### config.mk
export PLATFORM = sky130hd
export DESIGN_NAME = rfs_supervisor
export DESIGN_NICKNAME = d
export VERILOG_FILES = /design/src/rfs_pkg.sv /design/src/rfs_supervisor.sv
export SDC_FILE = /design/constraint.sdc
export NUM_CORES = 1
export LEC_CHECK = 0
export ABC_AREA = 1
export ABC_CLOCK_PERIOD_IN_PS = 1580
export BUFFER_PORTS_ARGS = -buffer_cell sky130_fd_sc_hd__buf_2
export CORE_AREA = 3 3 103 105
export DETAILED_ROUTE_END_ITERATION = 12
export DIE_AREA = 0 0 106 108
export PLACE_DENSITY = 0.74
export SYNTH_ARGS = -nofsm -noshare
export SYNTH_HDL_FRONTEND = slang
export SYNTH_SLANG_ARGS = --single-unit
### constraint.sdc
create_clock -name clk -period 1.58 [get_ports clk]
set_clock_uncertainty 0.1 [all_clocks]
set_input_delay 0.474 -clock clk [delete_from_list [all_inputs] [get_ports clk]]
set_output_delay 0.474 -clock clk [all_outputs]
set_load 0.05 [all_outputs]
### src/rfs_pkg.sv
// Constants, state layout and register map of the regulator fault supervisor.
// Assumes one 100 MHz clock and comparator results already in digital form.
package rfs_pkg;

  // ==========================================================================
  // Timing counts, in oscillator pulses
  // ==========================================================================
  localparam logic [10:0] OCP_TICKS = 11'h400;
  localparam logic [10:0] OCP_LAST = OCP_TICKS - 11'h001;
  localparam logic [3:0] EAMP_TICKS = 4'h8;
  localparam logic [3:0] EAMP_LAST = EAMP_TICKS - 4'h1;
  localparam logic [4:0] CHAIN_TICKS = 5'h1e;

  // ==========================================================================
  // Register map
  // ==========================================================================
  localparam logic [1:0] ADDR_CTRL = 2'h0;
  localparam logic [1:0] ADDR_STAT = 2'h1;
  localparam logic [1:0] ADDR_PHASE = 2'h2;
  localparam int CTRL_OFF_BIT = 0;
  localparam int ST_REC = 0;
  localparam int ST_OVP = 1;
  localparam int ST_OPEN = 2;
  localparam int ST_CHAIN = 3;
  localparam int ST_EAMP = 4;
  localparam int ST_PG = 5;
  localparam int ST_BOOT = 6;
  localparam int ST_BMODE = 7;

  // ==========================================================================
  // Positions in the synchronised input vector
  // ==========================================================================
  localparam int NS = 32;
  localparam int I_EN_HI = 0;
  localparam int I_EN_LO = 1;
  localparam int I_VLOW = 2;
  localparam int I_OCP = 3;
  localparam int I_EAMP = 4;
  localparam int I_SS39 = 5;
  localparam int I_SSDEL = 6;
  localparam int I_SS02 = 7;
  localparam int I_SYSTEM_POWER_OK = 8;
  localparam int I_BHIGH = 9;
  localparam int I_OSC = 10;
  localparam int I_CHIN = 11;
  localparam int I_SCLK = 12;
  localparam int I_SDAT = 13;
  localparam int I_OVREF = 14;
  localparam int I_OVFIX = 16;
  localparam int I_DVID = 18;
  localparam int I_B200 = 20;
  localparam int I_OPEN = 22;
  localparam int I_UNDER = 24;
  localparam int I_SPECHI = 26;
  localparam int I_OTF = 28;
  localparam int I_INREG = 30;

  typedef enum logic [1:0] {CH_LAUNCH, CH_WAIT, CH_DEAD} rfs_chain_t;

  typedef struct packed {
    logic [NS-1:0] s1;
    logic [NS-1:0] s2;
    logic [NS-1:0] s3;
    logic rec;
    logic overvoltage_protect;
    logic open;
    logic chain_flt;
    logic eamp_flt;
    logic pg;
    logic boot_ok;
    logic [1:0] boot_code;
    logic boot_mode;
    logic boot_move;
    logic vid_off;
    logic [10:0] ocp_cnt;
    logic [3:0] eamp_cnt;
    rfs_chain_t ch;
    logic retry;
    logic ran;
    logic [4:0] ch_cnt;
    logic [4:0] phases;
    logic chain_out;
    logic [31:0] rdata;
  } rfs_state_t;

  localparam rfs_state_t ST_RESET = '0;

endpackage : rfs_pkg

### src/rfs_supervisor.sv
// Fault latches, regulation-ok pin, overvoltage alert and phase chain check.
// Assumes resetn is the power-on reset released by the gate drive supply.
//
// What this block does
// - Regulation-ok rises only with both outputs regulated and soft start above 3.9V.
// - Regulation-ok falls when enable is low or gate drive supply is below 86%.
// - Before regulation-ok, overcurrent for 1024 oscillator pulses trips the fault.
// - After regulation-ok, overcurrent trips only while soft start is below delay threshold.
// - Open chain, open sense line or output 315mV under reference drops regulation-ok.
// - Out-of-regulation alone drops regulation-ok but keeps both outputs regulating.
// - An output moving between two voltage codes is not out of spec.
// - Power-ok falling with enable high steers outputs to the stored boot code.
// - A higher boot code is no code transition; high out-of-spec drops regulation-ok.
// - Error amplifier saturated for 8 oscillator pulses sets a power-cycle latch.
// - Enable below its low threshold sets the recoverable fault latch.
// - Enable rising stores the 2 bit boot code, then releases soft start.
// - Output 240mV above reference latches overvoltage and pulls the amplifier low.
// - Latched overvoltage raises the oscillator pin and forces the share node.
// - The overvoltage latch clears only on a supply power cycle.
// - During downward code moves the fixed 1.6V threshold replaces reference plus 240mV.
// - Output below 200mV pulses test currents; comparator flags an open line.
// - Open sense latch pulls the amplifier low, discharges soft start, power-cycle only.
// - Power-up chain pulse waits 30 pulses, retries once, then latches a fault.
// - In operation a late chain pulse is relaunched; a second miss is a fault.
// - Phase count is taken from the return time of the chain pulse.
// - Recoverable fault discharges soft start and clears at 0.2V once causes are gone.
// - Software off command discharges soft start without dropping regulation-ok.
`timescale 1ns/100ps
module rfs_supervisor (
  input wire logic clk,
  input wire logic resetn,
  input wire logic enable_above_high,
  input wire logic enable_below_low,
  input wire logic gate_drive_supply_low,
  input wire logic overcurrent,
  input wire logic error_amp_saturated,
  input wire logic softstart_above_pg,
  input wire logic softstart_above_delay,
  input wire logic softstart_below_reset,
  input wire logic system_power_ok,
  input wire logic boot_code_higher,
  input wire logic oscillator_pulse,
  input wire logic phase_chain_in,
  input wire logic serial_code_clock,
  input wire logic serial_code_data,
  input wire logic [1:0] overvoltage_ref,
  input wire logic [1:0] overvoltage_fixed,
  input wire logic [1:0] dynamic_down,
  input wire logic [1:0] sensed_output_below_200mv,
  input wire logic [1:0] sense_open_detect,
  input wire logic [1:0] sensed_output_under,
  input wire logic [1:0] sensed_output_spec_high,
  input wire logic [1:0] code_transition,
  input wire logic [1:0] sensed_output_in_reg,
  input wire logic [1:0] reg_addr,
  input wire logic [31:0] reg_wdata,
  input wire logic reg_wr,
  input wire logic reg_rd,
  output logic [31:0] reg_rdata,
  output logic regulation_ok_out,
  output logic regulation_ok_oe_n,
  output logic softstart_charge,
  output logic softstart_discharge,
  output logic error_amp_pull_low,
  output logic osc_overvoltage_pin,
  output logic current_share_node_force,
  output logic [1:0] sense_test_pulse,
  output logic phase_chain_out,
  output logic use_boot_code,
  output logic [1:0] boot_code
);
  import rfs_pkg::*;

  // ==========================================================================
  // Input gathering and derived terms
  // ==========================================================================
  rfs_state_t q;
  rfs_state_t n;
  logic [NS-1:0] raw;
  logic tick;
  logic ret;
  logic en_rise;
  logic pw_fall;
  logic pw_rise;
  logic perm;
  logic ocp_pre;
  logic ocp_post;
  logic rec_set;
  logic uv;
  logic sh;
  logic pg_drop;
  logic eamp_hit;
  logic timeout;
  logic open_hit;
  logic [1:0] otf_ok;
  logic [1:0] ovp_trip;

  assign raw = {sensed_output_in_reg, code_transition, sensed_output_spec_high,
                sensed_output_under, sense_open_detect, sensed_output_below_200mv,
                dynamic_down, overvoltage_fixed, overvoltage_ref, serial_code_data,
                serial_code_clock, phase_chain_in, oscillator_pulse, boot_code_higher,
                system_power_ok, softstart_below_reset, softstart_above_delay,
                softstart_above_pg, error_amp_saturated, overcurrent,
                gate_drive_supply_low, enable_below_low, enable_above_high};

  // Edges are taken between the second and third stages, never the first.
  assign tick = q.s2[I_OSC] & ~q.s3[I_OSC];
  assign ret = q.s2[I_CHIN] & ~q.s3[I_CHIN];
  assign en_rise = q.s2[I_EN_HI] & ~q.s3[I_EN_HI];
  assign pw_fall = ~q.s2[I_SYSTEM_POWER_OK] & q.s3[I_SYSTEM_POWER_OK];
  assign pw_rise = q.s2[I_SYSTEM_POWER_OK] & ~q.s3[I_SYSTEM_POWER_OK];
  assign perm = q.overvoltage_protect | q.open | q.chain_flt | q.eamp_flt;
  assign ocp_pre = tick & q.s2[I_OCP] & ~q.pg & (q.ocp_cnt == OCP_LAST);
  assign ocp_post = q.pg & q.s2[I_OCP] & ~q.s2[I_SSDEL];
  assign rec_set = q.s2[I_EN_LO] | q.s2[I_VLOW] | ocp_pre | ocp_post;
  // A higher boot code is a plain step, so the code-move excuse is withdrawn.
  assign otf_ok = q.s2[I_OTF +: 2] & {2{~q.boot_move}};
  assign uv = |(q.s2[I_UNDER +: 2] & ~otf_ok);
  assign sh = q.boot_move & (|q.s2[I_SPECHI +: 2]);
  // The set term keeps regulation-ok from rising in the very cycle a recoverable fault trips.
  assign pg_drop = ~q.s2[I_EN_HI] | q.s2[I_VLOW] | rec_set | q.rec | perm | uv | sh;
  assign eamp_hit = tick & q.s2[I_EAMP] & (q.eamp_cnt == EAMP_LAST);
  assign timeout = q.ran ? (q.ch_cnt > q.phases) : (q.ch_cnt == CHAIN_TICKS);
  assign open_hit = |(q.s2[I_B200 +: 2] & q.s2[I_OPEN +: 2]);
  // During a downward move the fixed level guards against false trips at light load.
  genvar gi;
  generate
    for (gi = 0; gi < 2; gi++) begin : g_ovp
      assign ovp_trip[gi] = q.s2[I_DVID + gi] ? q.s2[I_OVFIX + gi] : q.s2[I_OVREF + gi];
    end
  endgenerate

  // ==========================================================================
  // Next state
  // ==========================================================================
  always_comb begin
    n = q;
    n.s1 = raw;
    n.s2 = q.s1;
    n.s3 = q.s2;
    n.chain_out = 1'b0;
    n.rdata = 32'h0000_0000;
    // Set wins over clear for the recoverable latch.
    if (rec_set) begin
      n.rec = 1'b1;
    end else if (q.rec && q.s2[I_SS02]) begin
      n.rec = 1'b0;
    end
    if (!q.s2[I_OCP] || q.pg) begin
      n.ocp_cnt = 11'h000;
    end else if (tick && q.ocp_cnt != OCP_LAST) begin
      n.ocp_cnt = q.ocp_cnt + 11'h001;
    end
    if (!q.s2[I_EAMP]) begin
      n.eamp_cnt = 4'h0;
    end else if (tick && q.eamp_cnt != EAMP_LAST) begin
      n.eamp_cnt = q.eamp_cnt + 4'h1;
    end
    // Power-cycle latches only ever set, here and in the chain check below; reset alone clears them.
    if (eamp_hit) begin
      n.eamp_flt = 1'b1;
    end
    if (|ovp_trip) begin
      n.overvoltage_protect = 1'b1;
    end
    if (open_hit) begin
      n.open = 1'b1;
    end
    if (pg_drop) begin
      n.pg = 1'b0;
    end else if ((&q.s2[I_INREG +: 2]) && q.s2[I_SS39] && q.boot_ok) begin
      n.pg = 1'b1;
    end
    if (!q.s2[I_EN_HI]) begin
      n.boot_ok = 1'b0;
    end else if (en_rise) begin
      n.boot_code = {q.s2[I_SCLK], q.s2[I_SDAT]};
      n.boot_ok = 1'b1;
    end
    if (!q.s2[I_EN_HI] || pw_rise) begin
      n.boot_mode = 1'b0;
      n.boot_move = 1'b0;
    end else if (pw_fall) begin
      n.boot_mode = 1'b1;
      n.boot_move = q.s2[I_BHIGH];
    end
    case (q.ch)
      CH_LAUNCH: begin
        if (tick) begin
          n.chain_out = 1'b1;
          n.ch_cnt = 5'h00;
          n.ch = CH_WAIT;
        end
      end
      CH_WAIT: begin
        if (ret) begin
          n.phases = q.ch_cnt;
          n.ran = 1'b1;
          n.retry = 1'b0;
          n.ch = CH_LAUNCH;
        end else if (tick && timeout) begin
          if (q.retry) begin
            n.chain_flt = 1'b1;
            n.ch = CH_DEAD;
          end else begin
            n.retry = 1'b1;
            n.ch = CH_LAUNCH;
          end
        end else if (tick) begin
          n.ch_cnt = q.ch_cnt + 5'h01;
        end
      end
      CH_DEAD: begin
        n.ch = CH_DEAD;
      end
      default: begin
        n.ch = CH_LAUNCH;
      end
    endcase
    if (reg_wr && reg_addr == ADDR_CTRL) begin
      n.vid_off = reg_wdata[CTRL_OFF_BIT];
    end
    if (reg_rd) begin
      case (reg_addr)
        ADDR_CTRL: n.rdata[CTRL_OFF_BIT] = q.vid_off;
        ADDR_STAT: n.rdata[7:0] = {q.boot_mode, q.boot_ok, q.pg, q.eamp_flt,
                                   q.chain_flt, q.open, q.overvoltage_protect, q.rec};
        ADDR_PHASE: n.rdata[4:0] = q.phases;
        default: n.rdata = 32'h0000_0000;
      endcase
    end
  end

  always_ff @(posedge clk or negedge resetn) begin
    if (!resetn) begin
      q <= ST_RESET;
    end else begin
      q <= n;
    end
  end

  // ==========================================================================
  // Outputs
  // ==========================================================================
  // The pin only ever pulls low; the pull-up resistor makes the high level.
  assign regulation_ok_out = 1'b0;
  assign regulation_ok_oe_n = q.pg;
  assign softstart_charge = q.boot_ok & q.s2[I_EN_HI] & ~q.rec & ~perm & ~q.vid_off;
  // Voltage-code off shuts the stage down but is not a fault for regulation-ok.
  assign softstart_discharge = q.rec | perm | q.vid_off;
  assign error_amp_pull_low = q.rec | perm | q.vid_off;
  assign osc_overvoltage_pin = q.overvoltage_protect;
  assign current_share_node_force = q.overvoltage_protect;
  assign sense_test_pulse = q.s2[I_B200 +: 2] & {2{q.s2[I_OSC]}};
  assign phase_chain_out = q.chain_out;
  assign use_boot_code = q.boot_mode;
  assign boot_code = q.boot_code;
  assign reg_rdata = q.rdata;
endmodule : rfs_supervisor

==> out/summary.txt, run 1 <==
Worst Setup SP - q[70]$_DFFE_PN0P_
Max Cap Viol - 0
I/O Pins - 115
Synth top area share - 63.6%
Via-per-instance ratio - 4.90
Maximum number of pins on one net before global-route repair - 80
DR vias - 3525
Die X-Extent - 106 um
Final hold vios - 0
PnR worst setup slack - -873 ps
Layout cell share with drive strength beyond 1 - 37.5%
Initial DRC Count - 171
1st-pass router iterations - 4
Clock Sinks - 118
Reg clk slew, reported paths - 60 ps
Rows - 36
Pwr Total - 9.03 mW
Final setup fails - 33
Max Slew Vio Count - 0
Layout fillers - 617
Setup crit start kind - flop
FFs w/ async S/R, synth - 100%
Initial antenna violation count - 0
Gpl congestion - 0.844
PD cells - 1350 nW/um2
Post-placement setup slack - -526 ps
Most common flop cell mapped by yosys - dfrtp_1
Final WL - 11.7 mm
Crit Path Max Fanout - 3
First-pass GRT wire length - 18.0 mm
Area Overhead vs Synth - 43.8%
CTS max path bufs - 2
Distinct cell type count after synthesis - 36
Peak VDD IR - 1150 uV
Net count, final - 657
CTS tree - built
Antenna Nets Post-Route - 0
Violated checks - negative setup slack
Worst Hold Launch - reg_wr
Most frequent cell after synthesis - dfrtp_1
Post-route minimum period - 2450 ps
Initial Utilization - 47.7%
Root buf cell - clkbuf_8
Top cells by count, synth - dfrtp_1 (118), nand2_1 (71), inv_1 (46), buf_4 (37), nor2_1 (25)
Status - finished, violations left
Final Cycle Share - 155%
Grt ovf - 0
Critical path class - flop to primary output
Post-synth EDFFs - 0
Mapped Area - 4650 um2
Syn avg cell area - 10.9 um2
Yosys top cell by area - dfrtp_1
Vias in the first global route - 3687
CP Capture Type - primary output
R2R Path Start - q[39]$_DFFE_PN0P_
Final design utilization - 68.7%
HP Class - input port to flop
H-Tree Depth - 4
Total track usage - 20.9%
R2R setup slack - -120 ps
Die height - 108 um
CP required - 1010 ps
DRC errors left - 0
Fmax - 408 MHz
Syn. warnings - 0
Worst hold margin - 94.3 ps
Cts bufs inserted - 17
RSZ-0062 raised after global routing - yes
Die ar. - 11400 um2
Dpl hpwl - 6.01 mm
Post-Synthesis Cells - 425
Skew-Pair Late Insertion Delay - 530 ps
N_diodes - 0
Core area - 9730 um2
Pleak - 3.19 nW
IO buf count - 58
Synth Register Bits - 118
Post-synthesis sequential area ratio - 63.6%
Ranking of synthesized cells by area - dfrtp_1 (64%), buf_4 (6.0%), nand2_1 (5.7%)
DR WL/cell - 16.2 um
Critical path data arrival time - 1880 ps
[logic make-up after synthesis]
kind of cell / after synthesis / synth area share [%]
and+or+nand+nor: 151 / 15.1
buffers and inverters: 86 / 10.1
AOI/OAI and AO/OA: 50 / 6.38
other: 1 / 0.0807
DFF: 118 / 63.6
adders and majority gates: 13 / 3.50
muxes: 2 / 0.485
xor gates and xnor gates: 4 / 0.754
[state kept, by name, summed over array words and instances (netlist names)]
| register | count |
|---|---|
| reg_rdata | 8 |
| boot_code | 2 |
| current_share_node_force | 1 |
| regulation_ok_oe_n | 1 |
| n | 64 |
| phase_chain_out | 1 |
| use_boot_code | 1 |
| q | 40 |
[timing repair]
action | 4_1_cts | 5_1_grt
hold endpoints to repair | 150 | 0
setup endpoints to repair | 38 | 43
hold buffers | 33 | 0
cloned | 0 | 0
gates resized for setup | 66 | 51
pin swaps | 15 | 17
setup buffers | 10 | 10
[final timing paths]
path,end,cells past startpoint
max,softstart_charge,5
max reg2reg,q[41]$_DFFE_PN0P_,8
min reg2reg,n[87]$_DFF_PN0_,0
min in group asynchronous,n[119]$_DFF_PN0_,3
min,q[62]$_DFFE_PN0P_,2
max in group asynchronous,reg_rdata[2]$_DFF_PN0_,3
[power by group]
part	switching (mW)	total, mW	internal, mW
sequential	0.151	3.40	3.25
combinational	0.970	1.57	0.603
clock	1.59	4.06	2.47
[stage by stage]
step	instances	setup TNS, ps	cell area, um2
5_1_grt	720	-7370	6680
3_5_place_dp	637	-2790	5200
3_3_place_gp	637	-2370	5200
4_1_cts	712	-4750	6460
2_1_floorplan	449	-1010	4760
6_report	720	-4720	6680
[metal layers]
layer | wire, um | vias to the layer above | global-route usage (%)
met2 | 6320 | 150 | 37.9
met4 | 522 | 0 | 12.7
met5 | 0 | - | 0
li1 | - | 1615 | -
met1 | 4170 | 1714 | 21.5
met3 | 657 | 46 | 5.61
[area by class of cell]
type / count / area, um2 / area share [%]
inverter: 48 / 185 / 2.77
sequential: 118 / 2950 / 44.2
tap: 133 / 166 / 2.49
clock inverter: 15 / 201 / 3.02
clock buffer: 17 / 414 / 6.20
multi-input combinational: 245 / 1580 / 23.6
timing repair buffer: 144 / 1180 / 17.7
[critical path, cell delays in order, from the launching register on]
cell     delay (ps)
dfrtp_1         420
nor4_4          270
nand2_1         110
or2_4           260
nor3_4          120
buf_6           180
[cell usage in the layout (no fill, tap or decap), types with 3 or more instances in the layout]
master	Yosys	routed
inv_2	2	10
a21oi_2	0	3
inv_6	0	7
bufinv_16	0	3
nor3_1	6	3
clkbuf_16	0	16
dfrtp_1	118	117
nor2_1	25	17
a21oi_1	17	14
buf_4	37	49
dlygate4sd3_1	0	33
conb_1	1	25
ha_4	0	4
nand2_1	71	57
buf_6	1	22
inv_1	46	36
nor2_4	3	8
nand2_4	0	4
nand2_2	4	13
or2_2	4	3
nand3_2	0	3
nand4_1	10	10
xor2_1	4	4
o21ai_2	4	7
o21ai_0	16	12
nor2_2	3	6
inv_8	0	3
ha_1	13	8
nand3_1	19	15
o21ai_1	2	3
buf_2	0	37
Note: power is estimated with default switching activity, not from simulation.
==> inputs of run 2 (changes only) <==
--- a/config.mk
+++ b/config.mk
@@ -6,7 +6,7 @@
 export NUM_CORES = 1
 export LEC_CHECK = 0
 export ABC_AREA = 1
-export ABC_CLOCK_PERIOD_IN_PS = 1580
+export ABC_CLOCK_PERIOD_IN_PS = 1980
 export BUFFER_PORTS_ARGS = -buffer_cell sky130_fd_sc_hd__buf_2
 export CORE_AREA = 3 3 103 105
 export DETAILED_ROUTE_END_ITERATION = 12
==> constraint.sdc (replaced) <==
create_clock -name clk -period 1.98 [get_ports clk]
set_clock_uncertainty 0.1 [all_clocks]
set_input_delay 0.594 -clock clk [delete_from_list [all_inputs] [get_ports clk]]
set_output_delay 0.594 -clock clk [all_outputs]
set_load 0.05 [all_outputs]
==> out/summary.txt, run 2 (synthesized netlist as in run 1, its figures left out) <==
Status - finished, violations left
Violated checks - negative setup slack
DRC errors left - 0
Reg clk slew, reported paths - 60 ps
H-Tree Depth - 4
Final hold vios - 0
Critical path class - flop to primary output
Die X-Extent - 106 um
Pleak - 2.77 nW
HP Class - input port to flop
WL met1 - 3.42 mm
Via-per-instance ratio - 4.70
Peak VDD IR - 807 uV
Post-route design area - 5670 um2
Layout cell share with drive strength beyond 1 - 25.7%
DR WL/cell - 13.2 um
Max Slew Vio Count - 0
Total track usage - 16.6%
Post-placement setup slack - -275 ps
IO buf count - 58
Final Cycle Share - 129%
Met3 WL - 552 um
Commonest non-fill, non-tap cell in the layout - dfrtp_1
Max Cap Viol - 0
Rows - 36
R2R Path Start - q[51]$_DFFE_PN0P_
Clock Sinks - 118
Multi-input gate area - 1350 um2
Crit Path Max Fanout - 2
Register area - 2960 um2
TNS Setup - -1720 ps
First-pass GRT wire length - 14.6 mm
N_diodes - 0
1st-pass router iterations - 4
Cts bufs inserted - 17
PnR worst setup slack - -575 ps
Hold EP - n[131]$_DFF_PN0_
Post-CTS Repair Setup Buffers - 0
Die height - 108 um
Most frequent cells in the layout - dfrtp_1 (116), nand2_1 (71), buf_2 (50)
Worst Setup SP - current_share_node_force$_DFFE_PN0P_
Top sig layer - met5
Final setup fails - 3
Initial DRC Count - 216
PD cells - 1140 nW/um2
Setup crit start kind - flop
Total length of routed met2 wires - 4.42 mm
Antenna Nets Post-Route - 0
Critical path data arrival time - 1860 ps
RSZ-0062 raised after global routing - yes
Area Overhead vs Synth - 22.1%
Root buf cell - clkbuf_8
CP Capture Type - primary output
DR vias - 3036
Worst Hold Launch - sensed_output_under[1]
Post-route minimum period - 2550 ps
Net count, final - 583
Final WL - 8.52 mm
R2R Path End - q[57]$_DFFE_PN0P_
Gpl congestion - 0.867
Layout fillers - 798
Initial Utilization - 47.7%
Skew-Pair Late Insertion Delay - 500 ps
CTS max path bufs - 2
Max reg flops - 64
Grt ovf - 0
Die ar. - 11400 um2
Initial antenna violation count - 1
CP required - 1290 ps
Fmax - 391 MHz
Core area - 9730 um2
I/O Pins - 115
Maximum number of pins on one net before global-route repair - 49
CTS tree - built
Vias in the first global route - 3035
Placed inst area - 5030 um2
Worst Reg2Reg Path Length in Cells - 9
R2R setup slack - 160 ps
Dpl hpwl - 5.74 mm
Hold path depth - 1
[run 2: cell types whose count changed in the layout (fill, tap and decap cells not counted), moves of 7 or more]
cell           change
buf_4             -37
dlygate4sd3_1     -32
buf_6             -19
nand2_1           +14
buf_2             +13
nand2_2           -11
inv_1              +9
nor2_1             +8
inv_2              -7
[run 2: where the power goes]
group / total [mW] / internal [mW] / switching, mW
clock network: 2.95 / 1.87 / 1.08
logic: 0.844 / 0.247 / 0.598
registers: 2.70 / 2.59 / 0.108
[run 2: layout make-up]
type | instances | area share (%)
inverter | 48 | 3.18
multi-input combinational | 245 | 23.7
timing repair buffer | 70 | 7.74
sequential | 118 | 52.1
clock inverter | 13 | 2.56
tap | 133 | 2.93
clock buffer | 19 | 7.78
[run 2: stage by stage]
step                power, mW  utilization (%)  hold slack (ps)  instances
global route             6.82             58.3             62.9        646
floorplan                3.36                -              198        449
global placement         3.53             51.7              232        613
CTS                      6.56             58.1             61.5        646
finish                   6.49             58.3             92.5        646
detailed placement       3.56             51.7              235        613
[run 2: how the worst max path moves through the flow]
| stage | end | slack (ps) |
|---|---|---|
| after floorplan | softstart_charge | -300 |
| after global placement | softstart_charge | -230 |
| after detailed placement | softstart_charge | -270 |
| after CTS | softstart_charge | -640 |
| after global routing | softstart_charge | -670 |
| final | softstart_charge | -570 |
[run 2: routing by layer]
layer | GRT usage (%) | vias up
met5 | 0 | -
met4 | 6.48 | 2
met3 | 5.49 | 16
met2 | 27.7 | 107
met1 | 20.1 | 1443
li1 | - | 1468
[run 2: repair_timing]
| action | 4_1_cts | 5_1_grt |
|---|---|---|
| endpoints found under the hold margin | 26 | 0 |
| hold buffers | 1 | 0 |
| pin swaps | 4 | 3 |
| resized for setup | 10 | 6 |
| endpoints found under the setup margin | 6 | 14 |
[run 2: critical path: stages, from the launching register on]
cell and delay (ps):
dfrtp_2 400, nor4_2 280, nand2_1 120, or2_4 260, nor3_4 120, buf_6 180
